File: src/rtl/watchdog_defs.vh
// Constants for the operating watchdog: register offsets, counts, reset values.
// Assumes inclusion by bare name from the watchdog design files only.
`ifndef WATCHDOG_DEFS_VH
`define WATCHDOG_DEFS_VH

// Bus byte addresses: service register index, its word address, chosen others
`define WD_SERVICE_IDX 32'h0000ffff
`define WD_SERVICE_WORD 32'h0003fffc
`define WD_CTRL_ADDR 32'h00000000
`define WD_STATUS_ADDR 32'h00000004
`define WD_VECTOR_ADDR 32'h00000008

// Control register fields
`define WD_CTRL_RATE 0
`define WD_CTRL_DISABLE 1
`define WD_CTRL_HALT_EN 2
`define WD_CTRL_EXPANDED 3
`define WD_CTRL_WIDTH 4
`define WD_CTRL_RESET 4'h0

// Status register fields
`define WD_STAT_WDRST 0
`define WD_STAT_POR_DONE 1
`define WD_STAT_STOPPED 2
`define WD_STAT_RSTPIN 3

// Counter geometry and overflow taps
`define WD_PRE_BITS 12
`define WD_CNT_BITS 6
// Counter and prescaler form one 18-bit chain; overflow on 2^13-2^4 or 2^18-2^4
`define WD_PRE_WRAP 12'hfff
`define WD_OVF_PRE 12'hfef
`define WD_SHORT_LAST 6'h01
`define WD_LONG_LAST 6'h3f
`define WD_RST_CYCLES 32
`define WD_POR_CYCLES 4096
`define WD_VECTOR_RESET 16'h0000

`endif

File: src/rtl/operating_watchdog.v
// Operating watchdog top: AHB-Lite register slave, mode gating, reset pulse.
// Assumes hclk drives logic; crystal rate given as one-cycle xtal_tick enable.
`timescale 1ns/100ps
`include "watchdog_defs.vh"

module operating_watchdog #(
	parameter POR_CYCLES = `WD_POR_CYCLES,
	parameter RST_CYCLES = `WD_RST_CYCLES
) (
	input wire hclk,
	input wire hresetn,
	input wire hsel,
	input wire [31:0] haddr,
	input wire [1:0] htrans,
	input wire hwrite,
	input wire [2:0] hsize,
	input wire [31:0] hwdata,
	input wire hready,
	output wire hreadyout,
	output wire hresp,
	output reg [31:0] hrdata,
	input wire xtal_tick,
	input wire internal_reset,
	input wire vector_fetch,
	input wire stop_exec,
	input wire wait_mode,
	input wire monitor_mode,
	input wire break_active,
	input wire irq_high_voltage,
	input wire rst_high_voltage,
	output reg ext_bus_write_ff,
	output reg [7:0] ext_bus_data_ff,
	output reg wd_reset_ff,
	output wire rst_pin_out_n,
	output wire rst_pin_oe,
	output reg por_done_ff
);

	reg [`WD_CTRL_WIDTH-1:0] ctrl_ff;
	reg [15:0] vector_ff;
	reg wdrst_flag_ff;
	reg stopped_ff;
	reg [5:0] rst_cnt_ff;
	reg [12:0] por_cnt_ff;
	reg wr_pend_ff;
	reg [31:0] wr_addr_ff;
	reg [31:0] nxt_rdata;
	wire take;
	wire wr_now;
	wire svc_wr;
	wire suppress;
	wire run;
	wire overflow;
	wire clr_all;
	wire clr_pre;
	wire stop_take;

	////////////////////////////////////////////////////////////////////////
	// Bus handshake: single-cycle, always OKAY
	assign hreadyout = 1'b1;
	assign hresp = 1'b0;
	assign take = hsel && hready && htrans[1];
	assign wr_now = wr_pend_ff;
	assign svc_wr = wr_pend_ff && (wr_addr_ff[31:2] == `WD_SERVICE_WORD >> 2);

	// Address phase capture; reads need none, their data is registered here
	always @(posedge hclk or negedge hresetn) begin
		if (!hresetn) begin
			wr_pend_ff <= 1'b0;
			wr_addr_ff <= 32'h00000000;
		end else begin
			wr_pend_ff <= take && hwrite;
			if (take) begin
				wr_addr_ff <= haddr;
			end
		end
	end

	// Read mux; service address yields vector low byte, never watchdog state
	always @* begin
		nxt_rdata = 32'h00000000;
		if (take && !hwrite) begin
			case (haddr[31:2])
				`WD_SERVICE_WORD >> 2: nxt_rdata = {24'h000000, vector_ff[7:0]};
				`WD_CTRL_ADDR >> 2: nxt_rdata = {28'h0000000, ctrl_ff};
				`WD_STATUS_ADDR >> 2: nxt_rdata = {28'h0000000, !rst_pin_out_n, stopped_ff,
					por_done_ff, wdrst_flag_ff};
				`WD_VECTOR_ADDR >> 2: nxt_rdata = {16'h0000, vector_ff};
				default: nxt_rdata = 32'h00000000;
			endcase
		end
	end

	// Read data register, presented in the data phase
	always @(posedge hclk or negedge hresetn) begin
		if (!hresetn) begin
			hrdata <= 32'h00000000;
		end else if (take && !hwrite) begin
			hrdata <= nxt_rdata;
		end
	end

	////////////////////////////////////////////////////////////////////////
	// Control and vector registers written in data phase
	always @(posedge hclk or negedge hresetn) begin
		if (!hresetn) begin
			ctrl_ff <= `WD_CTRL_RESET;
			vector_ff <= `WD_VECTOR_RESET;
		end else if (wr_now) begin
			if (wr_addr_ff[31:2] == `WD_CTRL_ADDR >> 2) begin
				ctrl_ff <= hwdata[`WD_CTRL_WIDTH-1:0];
			end
			if (wr_addr_ff[31:2] == `WD_VECTOR_ADDR >> 2) begin
				vector_ff <= hwdata[15:0];
			end
		end
	end

	// Service write mirrored onto external bus in expanded mode
	always @(posedge hclk or negedge hresetn) begin
		if (!hresetn) begin
			ext_bus_write_ff <= 1'b0;
			ext_bus_data_ff <= 8'h00;
		end else begin
			ext_bus_write_ff <= svc_wr && ctrl_ff[`WD_CTRL_EXPANDED];
			if (svc_wr) begin
				ext_bus_data_ff <= hwdata[7:0];
			end
		end
	end

	////////////////////////////////////////////////////////////////////////
	// Stop mode: only honoured when halt enable is set; held until wake
	assign stop_take = stop_exec && ctrl_ff[`WD_CTRL_HALT_EN];
	always @(posedge hclk or negedge hresetn) begin
		if (!hresetn) begin
			stopped_ff <= 1'b0;
		end else if (stop_take) begin
			stopped_ff <= 1'b1;
		end else if (!stop_exec) begin
			stopped_ff <= 1'b0;
		end
	end

	// Test-voltage suppression in monitor and break states
	assign suppress = (monitor_mode && (irq_high_voltage || rst_high_voltage)) ||
		(break_active && rst_high_voltage);
	// Wait mode deliberately absent: the watchdog keeps running there
	assign run = !ctrl_ff[`WD_CTRL_DISABLE] && !suppress && !stopped_ff && !stop_take;
	assign clr_all = internal_reset || !por_done_ff;
	assign clr_pre = vector_fetch || stop_take;

	watchdog_core #(
		.PRE_BITS(`WD_PRE_BITS),
		.CNT_BITS(`WD_CNT_BITS)
	) u_core (
		.hclk(hclk),
		.hresetn(hresetn),
		.tick(xtal_tick),
		.run(run),
		.long_sel(ctrl_ff[`WD_CTRL_RATE]),
		.clr_all(clr_all),
		.clr_pre(clr_pre),
		.service(svc_wr),
		.overflow_ff(overflow),
		.count()
	);

	////////////////////////////////////////////////////////////////////////
	// Power-on delay counted in crystal ticks
	always @(posedge hclk or negedge hresetn) begin
		if (!hresetn) begin
			por_cnt_ff <= 13'h0000;
			por_done_ff <= 1'b0;
		end else if (!por_done_ff && xtal_tick) begin
			if (por_cnt_ff == POR_CYCLES - 1) begin
				por_done_ff <= 1'b1;
			end else begin
				por_cnt_ff <= por_cnt_ff + 13'h0001;
			end
		end
	end

	// Reset pulse: pin low for a fixed count of crystal ticks
	always @(posedge hclk or negedge hresetn) begin
		if (!hresetn) begin
			rst_cnt_ff <= 6'h00;
			wd_reset_ff <= 1'b0;
		end else if (overflow && !ctrl_ff[`WD_CTRL_DISABLE]) begin
			rst_cnt_ff <= RST_CYCLES[5:0];
			wd_reset_ff <= 1'b1;
		end else if (rst_cnt_ff != 6'h00) begin
			if (xtal_tick) begin
				rst_cnt_ff <= rst_cnt_ff - 6'h01;
				// Flag drops with the pin drive so both end on one edge
				if (rst_cnt_ff == 6'h01) begin
					wd_reset_ff <= 1'b0;
				end
			end
		end else begin
			wd_reset_ff <= 1'b0;
		end
	end
	// Open-drain: drive low only while the pulse runs
	assign rst_pin_out_n = (rst_cnt_ff == 6'h00);
	assign rst_pin_oe = (rst_cnt_ff != 6'h00);

	// Sticky watchdog-reset flag; a set wins over a same-cycle clear
	always @(posedge hclk or negedge hresetn) begin
		if (!hresetn) begin
			wdrst_flag_ff <= 1'b0;
		end else if (overflow) begin
			wdrst_flag_ff <= 1'b1;
		end else if (wr_now && wr_addr_ff[31:2] == `WD_STATUS_ADDR >> 2 && hwdata[`WD_STAT_WDRST]) begin
			wdrst_flag_ff <= 1'b0;
		end
	end

endmodule // operating_watchdog

File: src/rtl/watchdog_core.v
// Watchdog prescaler and counter with overflow detection.
// Assumes a one-cycle crystal tick enable and synchronous clear strobes.
`timescale 1ns/100ps
`include "watchdog_defs.vh"

module watchdog_core #(
	parameter PRE_BITS = `WD_PRE_BITS,
	parameter CNT_BITS = `WD_CNT_BITS
) (
	input wire hclk,
	input wire hresetn,
	input wire tick,
	input wire run,
	input wire long_sel,
	input wire clr_all,
	input wire clr_pre,
	input wire service,
	output reg overflow_ff,
	output wire [CNT_BITS-1:0] count
);

	reg [PRE_BITS-1:0] pre_ff;
	reg [CNT_BITS-1:0] cnt_ff;
	reg [PRE_BITS-1:0] nxt_pre;
	reg [CNT_BITS-1:0] nxt_cnt;
	reg nxt_overflow;
	wire carry;
	wire last;

	assign count = cnt_ff;
	// Counter steps each time the prescaler wraps
	assign carry = (pre_ff == `WD_PRE_WRAP);
	// Last tick of the selected count; short also catches a counter left high by long
	assign last = (pre_ff == `WD_OVF_PRE) &&
		(long_sel ? (cnt_ff == `WD_LONG_LAST) : (cnt_ff >= `WD_SHORT_LAST));

	////////////////////////////////////////////////////////////////////////
	// Next-state: clears outrank counting
	always @* begin
		nxt_pre = pre_ff;
		nxt_cnt = cnt_ff;
		nxt_overflow = 1'b0;
		if (clr_all) begin
			nxt_pre = {PRE_BITS{1'b0}};
			nxt_cnt = {CNT_BITS{1'b0}};
		end else if (clr_pre) begin
			nxt_pre = {PRE_BITS{1'b0}};
		end else if (service) begin
			nxt_cnt = {CNT_BITS{1'b0}};
			nxt_pre = pre_ff & {{(PRE_BITS-4){1'b0}}, 4'hf};
		end else if (run && tick) begin
			nxt_pre = pre_ff + {{(PRE_BITS-1){1'b0}}, 1'b1};
			if (last) begin
				nxt_overflow = 1'b1;
				nxt_pre = {PRE_BITS{1'b0}};
				nxt_cnt = {CNT_BITS{1'b0}};
			end else if (carry) begin
				nxt_cnt = cnt_ff + {{(CNT_BITS-1){1'b0}}, 1'b1};
			end
		end
	end

	// State registers
	always @(posedge hclk or negedge hresetn) begin
		if (!hresetn) begin
			pre_ff <= {PRE_BITS{1'b0}};
			cnt_ff <= {CNT_BITS{1'b0}};
			overflow_ff <= 1'b0;
		end else begin
			pre_ff <= nxt_pre;
			cnt_ff <= nxt_cnt;
			overflow_ff <= nxt_overflow;
		end
	end

endmodule // watchdog_core

File: config.mk
export PLATFORM = sky130hd
export DESIGN_NAME = operating_watchdog
export DESIGN_NICKNAME = d
export VERILOG_FILES = /design/src/rtl/operating_watchdog.v /design/src/rtl/watchdog_core.v
export VERILOG_INCLUDE_DIRS = /design/src /design/src/rtl
export SDC_FILE = /design/constraint.sdc
export NUM_CORES = 1
export LEC_CHECK = 0
export ABC_CLOCK_PERIOD_IN_PS = 5700
export BUFFER_PORTS_ARGS = -buffer_cell sky130_fd_sc_hd__buf_2
export CAP_MARGIN = 15
export CORE_MARGIN = 1
export CORE_UTILIZATION = 35
export CTS_BUF_LIST = sky130_fd_sc_hd__clkbuf_8
export CTS_CLUSTER_SIZE = 8
export DETAILED_ROUTE_END_ITERATION = 10
export SLEW_MARGIN = 20
export SYNTH_ARGS = -nofsm -noshare
export SYNTH_HDL_FRONTEND = slang
export SYNTH_SLANG_ARGS = --single-unit
File: constraint.sdc
create_clock -name hclk -period 5.7 [get_ports hclk]
set_input_delay 1.14 -clock hclk [delete_from_list [all_inputs] [get_ports hclk]]
set_output_delay 1.14 -clock hclk [all_outputs]
set_load 0.1 [all_outputs]
---- Word-level counts from Yosys, hierarchy flattened ----
Index checks and enable logic that the tools add are counted.
word-level totals
  bits in registers ....................... 136
  bits of input ports ..................... 83
  output and inout port bits .............. 47
  logic and storage cells ................. 116
cells by class
  add/sub/neg operators ................... 4
  order comparisons ....................... 1
  equality and inequality tests ........... 16
  mux-type cells .......................... 29
  bitwise logic cells ..................... 1
  reduce and logical (&&, ||, !) cells .... 48
operators with widths
  kind                                                                                 count
  16-bit case mux with 4 select lines                                                  1
  30-bit by 1-bit == test with 1-bit output, second input constant                     2
  30-bit by 16-bit == test with 1-bit output, second input constant                    2
  30-bit by 2-bit == test with 1-bit output, second input constant                     2
  30-bit zero test                                                                     2
  12-bit two-way mux                                                                   5
  6-bit two-way mux                                                                    9
  12-bit == test, second input constant                                                2
  1-bit logical AND                                                                    18
  1-bit two-way mux                                                                    14
  2-bit AND reduction                                                                  7
  13-bit by 1-bit adder with 13-bit output, second input constant                      1
  13-bit by 12-bit == test with 1-bit output, second input constant                    1
  12-bit by 1-bit adder with 12-bit output, second input constant                      1
  4-bit nonzero test                                                                   2
  1-bit zero test                                                                      7
  6-bit by 1-bit adder with 6-bit output, second input constant                        1
  6-bit by 1-bit == test with 1-bit output, second input constant                      1
  6-bit == test, second input constant                                                 1
  6-bit by 1-bit greater-or-equal comparator with 1-bit output, second input constant  1
  6-bit zero test                                                                      1
  3-bit by 1-bit inequality test with 1-bit output, second input constant              2
  2-bit nonzero test                                                                   3
  3-bit nonzero test                                                                   2
  other kinds (8)                                                                      11

---- Longest topological paths before layout ----
  word-level depth ........................ 12
  mapped depth ............................ 7
  gate-level depth less buffers ........... 7

---- By module ----
From an unflattened synthesis, not the netlist that was laid out.
second synthesis, totals
  cells, all modules ...................... 497
  area total of the unflattened synthesis .. 5760.5 um^2
by module, submodules not included
  module              instances  cells an instance  area each (um^2)  seq. area each (um^2)
  operating_watchdog  1          365                4600.7            2477.4
  watchdog_core       1          132                1159.9            475.5

---- Worst setup path after synthesis ----
No wires, ideal clock.
  path type ............................... register to output
  start ................................... register rst_cnt_ff[3]
  end ..................................... output port rst_pin_out_n
  data arrival time ....................... 2.532 ns
  data required time ...................... 4.560 ns
  setup slack ............................. 2.028 ns
  cell stages (with the launch flop) ...... 4
  buffers on the path ..................... 0
  cells stage by stage .................... dfrtp_1 -> nor4_1 -> nand2_1 -> inv_1
on the way
  word-level cells in the longest chain between the ends .. 1
RTL lines
  element                   line                      source
  start: declaration        operating_watchdog.v:43   reg [5:0] rst_cnt_ff;
  start signal: assignment  operating_watchdog.v:190  rst_cnt_ff <= RST_CYCLES[5:0];
  start signal: assignment  operating_watchdog.v:194  rst_cnt_ff <= rst_cnt_ff - 6'h01;
  6-bit zero test           operating_watchdog.v:205  assign rst_pin_out_n = (rst_cnt_ff == 6'h00);
  end: declaration          operating_watchdog.v:34   output wire rst_pin_out_n,
No other way between the ends.

---- Worst setup path in the final report ----
Ends and elaborated chain as after synthesis.

==> metrics <==
H-tree levels=4; leak pwr=3.093 nW; top post-synthesis cells by count=dfrtp_1 (118), nand2_1 (58), mux2_2 (41), nand3_1 (22), nor2_1 (22); hold_buf cts=0; YS warnings=0; Distinct cells, synth=62; Tightest Pin Transition=0.9794 ns; Tot Pwr=2.114 mW; clk root buf=clkbuf_8; port bufs=88; clk sinks=118; critical path fanouts, max=5; pwr dens=314.2 nW/um^2; Worst Skew=0.01492 ns; min Tclk post-route=3.320 ns; Worst VDD drop=0.0001813 V; layout cells sized above 1=28.48%; cell taking the most area after synthesis=dfrtp_1; largest net degree at the start of global routing=68; via count=4345; Ant. Diodes=0; Reg power frac=47.9%; top-count cell post-synth=dfrtp_1; Rel. slew slack=34.71%; sequential share of the synthesized area=51.66%; crit path launch type=flip-flop; Util after Layout=42.36%; switching power=0.6583 mW; crit path kind=flip-flop to output port; Vias/cell=5.210; Fin. Hold Viols=0; I/O pin count=130; Worst Path Arrival=2.18 ns; Final Max Tran Viols=0; vias in the first global route=4244; placed insts=801; worst skew pair latency=0.43 ns; clk buf depth=2; Synth area leaders=dfrtp_1 (52%), mux2_2 (8.1%), nand2_1 (3.8%); area of the mapped netlist=5715 sq um; starting density of the core=35.98%; TritonCTS clock tree=built; multi-input logic area=2587 sq um; area delta synth->final=17.73%; Comb pwr share=14.6%; post-CTS sizing=0; Synth Instances=511; RSZ-0062 raised after global routing=no; Max Fclk=301.2 MHz; Clock power frac=37.6%; width of the die=129.8 um; full die area=16850 sq um; # DRC=0; setup violators final=0; nets@finish=695; first-pass GRT wire length=21160 um; std cell rows=46; Switching Share=31.13%; drt total wl=12770 um; Async SR Flop Fraction=100.0%; Yosys top cell area share=51.66%; initial antenna violation count=0; status=completed; # Post-CTS Setup Buffers=0; Detailed Routing Iterations Pass 1=4; top_reg_cell synth=dfrtp_1; FILL cells=1556; post-route ant nets=0; Fin Setup TNS=0 ns; DP HPWL=9220 um; cts bufs inserted=17; gr usage total=16.26%; Cell Count, Final, Fillers Out=834; syn avg cell area=11.18 sq um; internal power=1.456 mW; WL per Instance=15.32 um; core area=15890 sq um; Crit. End Element=output port; sequential cell area=2953 sq um; Post-synth EDFFs=0; fin crit share=58.25%; critical path required time=4.56 ns; worst hold margin=0.4721 ns; GRT overflow=0; Max Cap Viol=0; register bit count reported by yosys=118; Worst Hold Class=flip-flop to flip-flop; die height=129.8 um; Initial DRC Count=186; Final GP Congestion=0.8363; clock edge transition at the registers on the reported setup and hold paths=0.08 ns
## routing by layer
metal  vias to the layer above  global-route usage [%]  wire length (um)
li1                       2047                       -                 -
met1                      2131                   20.66              5682
met2                       150                   25.45              5972
met3                        17                   5.986               943
met4                         0                   5.746               176
met5                         -                       0                 0
## power groups by stage
| stage | combinational [mW] | clock (mW) | sequential [mW] |
|---|---|---|---|
| floorplan | 0.242 | 0 | 1.01 |
| global placement | 0.297 | 0 | 1.02 |
| detailed placement | 0.313 | 0 | 1.03 |
| CTS | 0.313 | 0.821 | 1.01 |
| global route | 0.342 | 0.853 | 1.03 |
| finish | 0.308 | 0.794 | 1.01 |
## cell usage in the layout (no fill, tap or decap), types with 3 or more instances in the layout
master,Yosys,routed
a211oi_1,3,3
a21o_1,5,5
a21oi_1,15,15
a221o_1,4,4
a22o_1,12,12
and2_1,3,3
and3_1,3,3
buf_2,2,87
buf_4,19,3
clkbuf_8,0,19
clkinv_4,0,4
conb_1,2,18
dfrtp_1,118,118
ha_1,7,7
inv_1,9,9
inv_6,0,4
mux2_1,10,10
mux2_2,41,41
mux2i_1,6,6
nand2_1,58,58
nand2b_1,6,6
nand3_1,22,22
nand4_1,21,21
nor2_1,22,22
nor2b_1,8,8
nor3_1,9,9
nor4_1,20,20
nor4_2,3,3
nor4_4,3,3
o2111ai_1,3,3
o211ai_1,3,3
o21ai_0,8,8
or3_1,4,4
or4_1,3,3
xnor2_1,6,6
xor2_1,6,6
## cell type report
type	instances	share of cell area, %
Multi-Input combinational cell	368	38.45
Tap cell	216	4.016
Clock inverter	14	2.454
Inverter	9	0.5020
Sequential cell	118	43.88
Clock buffer	18	3.682
Timing Repair Buffer	91	7.010
## sequential cells by signal, indices dropped and copies added (netlist names)
signal / cells
stopped_ff: 1
wr_addr_ff: 30
wdrst_flag_ff: 1
u_core.count: 6
ctrl_ff: 4
wr_now: 1
por_cnt_ff: 13
vector_ff: 16
ext_bus_write_ff: 1
wd_reset_ff: 1
hrdata: 16
u_core.overflow_ff: 1
ext_bus_data_ff: 8
rst_cnt_ff: 6
por_done_ff: 1
u_core.pre_ff: 12
## per-stage QoR
stage          area, sq um  worst slack, ns
2_1_floorplan         5776            2.028
6_report              6729            2.380
5_1_grt               6729            2.074
4_1_cts               6715            2.294
3_3_place_gp          6302            2.366
3_5_place_dp          6302            2.350
## path summary, 6_finish.rpt
check,startpoint,slack (ns),to,cells past startpoint
min,u_core.overflow_ff,0.47,wdrst_flag_ff,1
max,rst_cnt_ff[3],2.38,rst_pin_out_n,4
max reg2reg,por_done_ff,3.18,u_core.pre_ff[5],5
max in group asynchronous,hresetn,3.69,vector_ff[3],2
min in group asynchronous,hresetn,0.82,por_cnt_ff[6],1
min reg2reg,u_core.overflow_ff,0.47,wdrst_flag_ff,1
## cell families after synthesis
kind of cell | Yosys count | synth area share (%)
adders and majority gates | 7 | 1.532
AOI/OAI and AO/OA | 77 | 9.720
DFF | 118 | 51.66
xor gates and xnor gates | 12 | 1.839
buffers and inverters | 41 | 4.116
other | 2 | 0.1314
muxes | 57 | 11.10
and+or+nand+nor | 197 | 19.90
## worst max-delay path, cell delays in order (launching register included)
cell	delay, ns
dfrtp_1	0.43
nor4_1	0.68
nand2_1	0.15
inv_1	0.07
buf_2	0.42
Note: power is estimated with default switching activity, not from simulation.
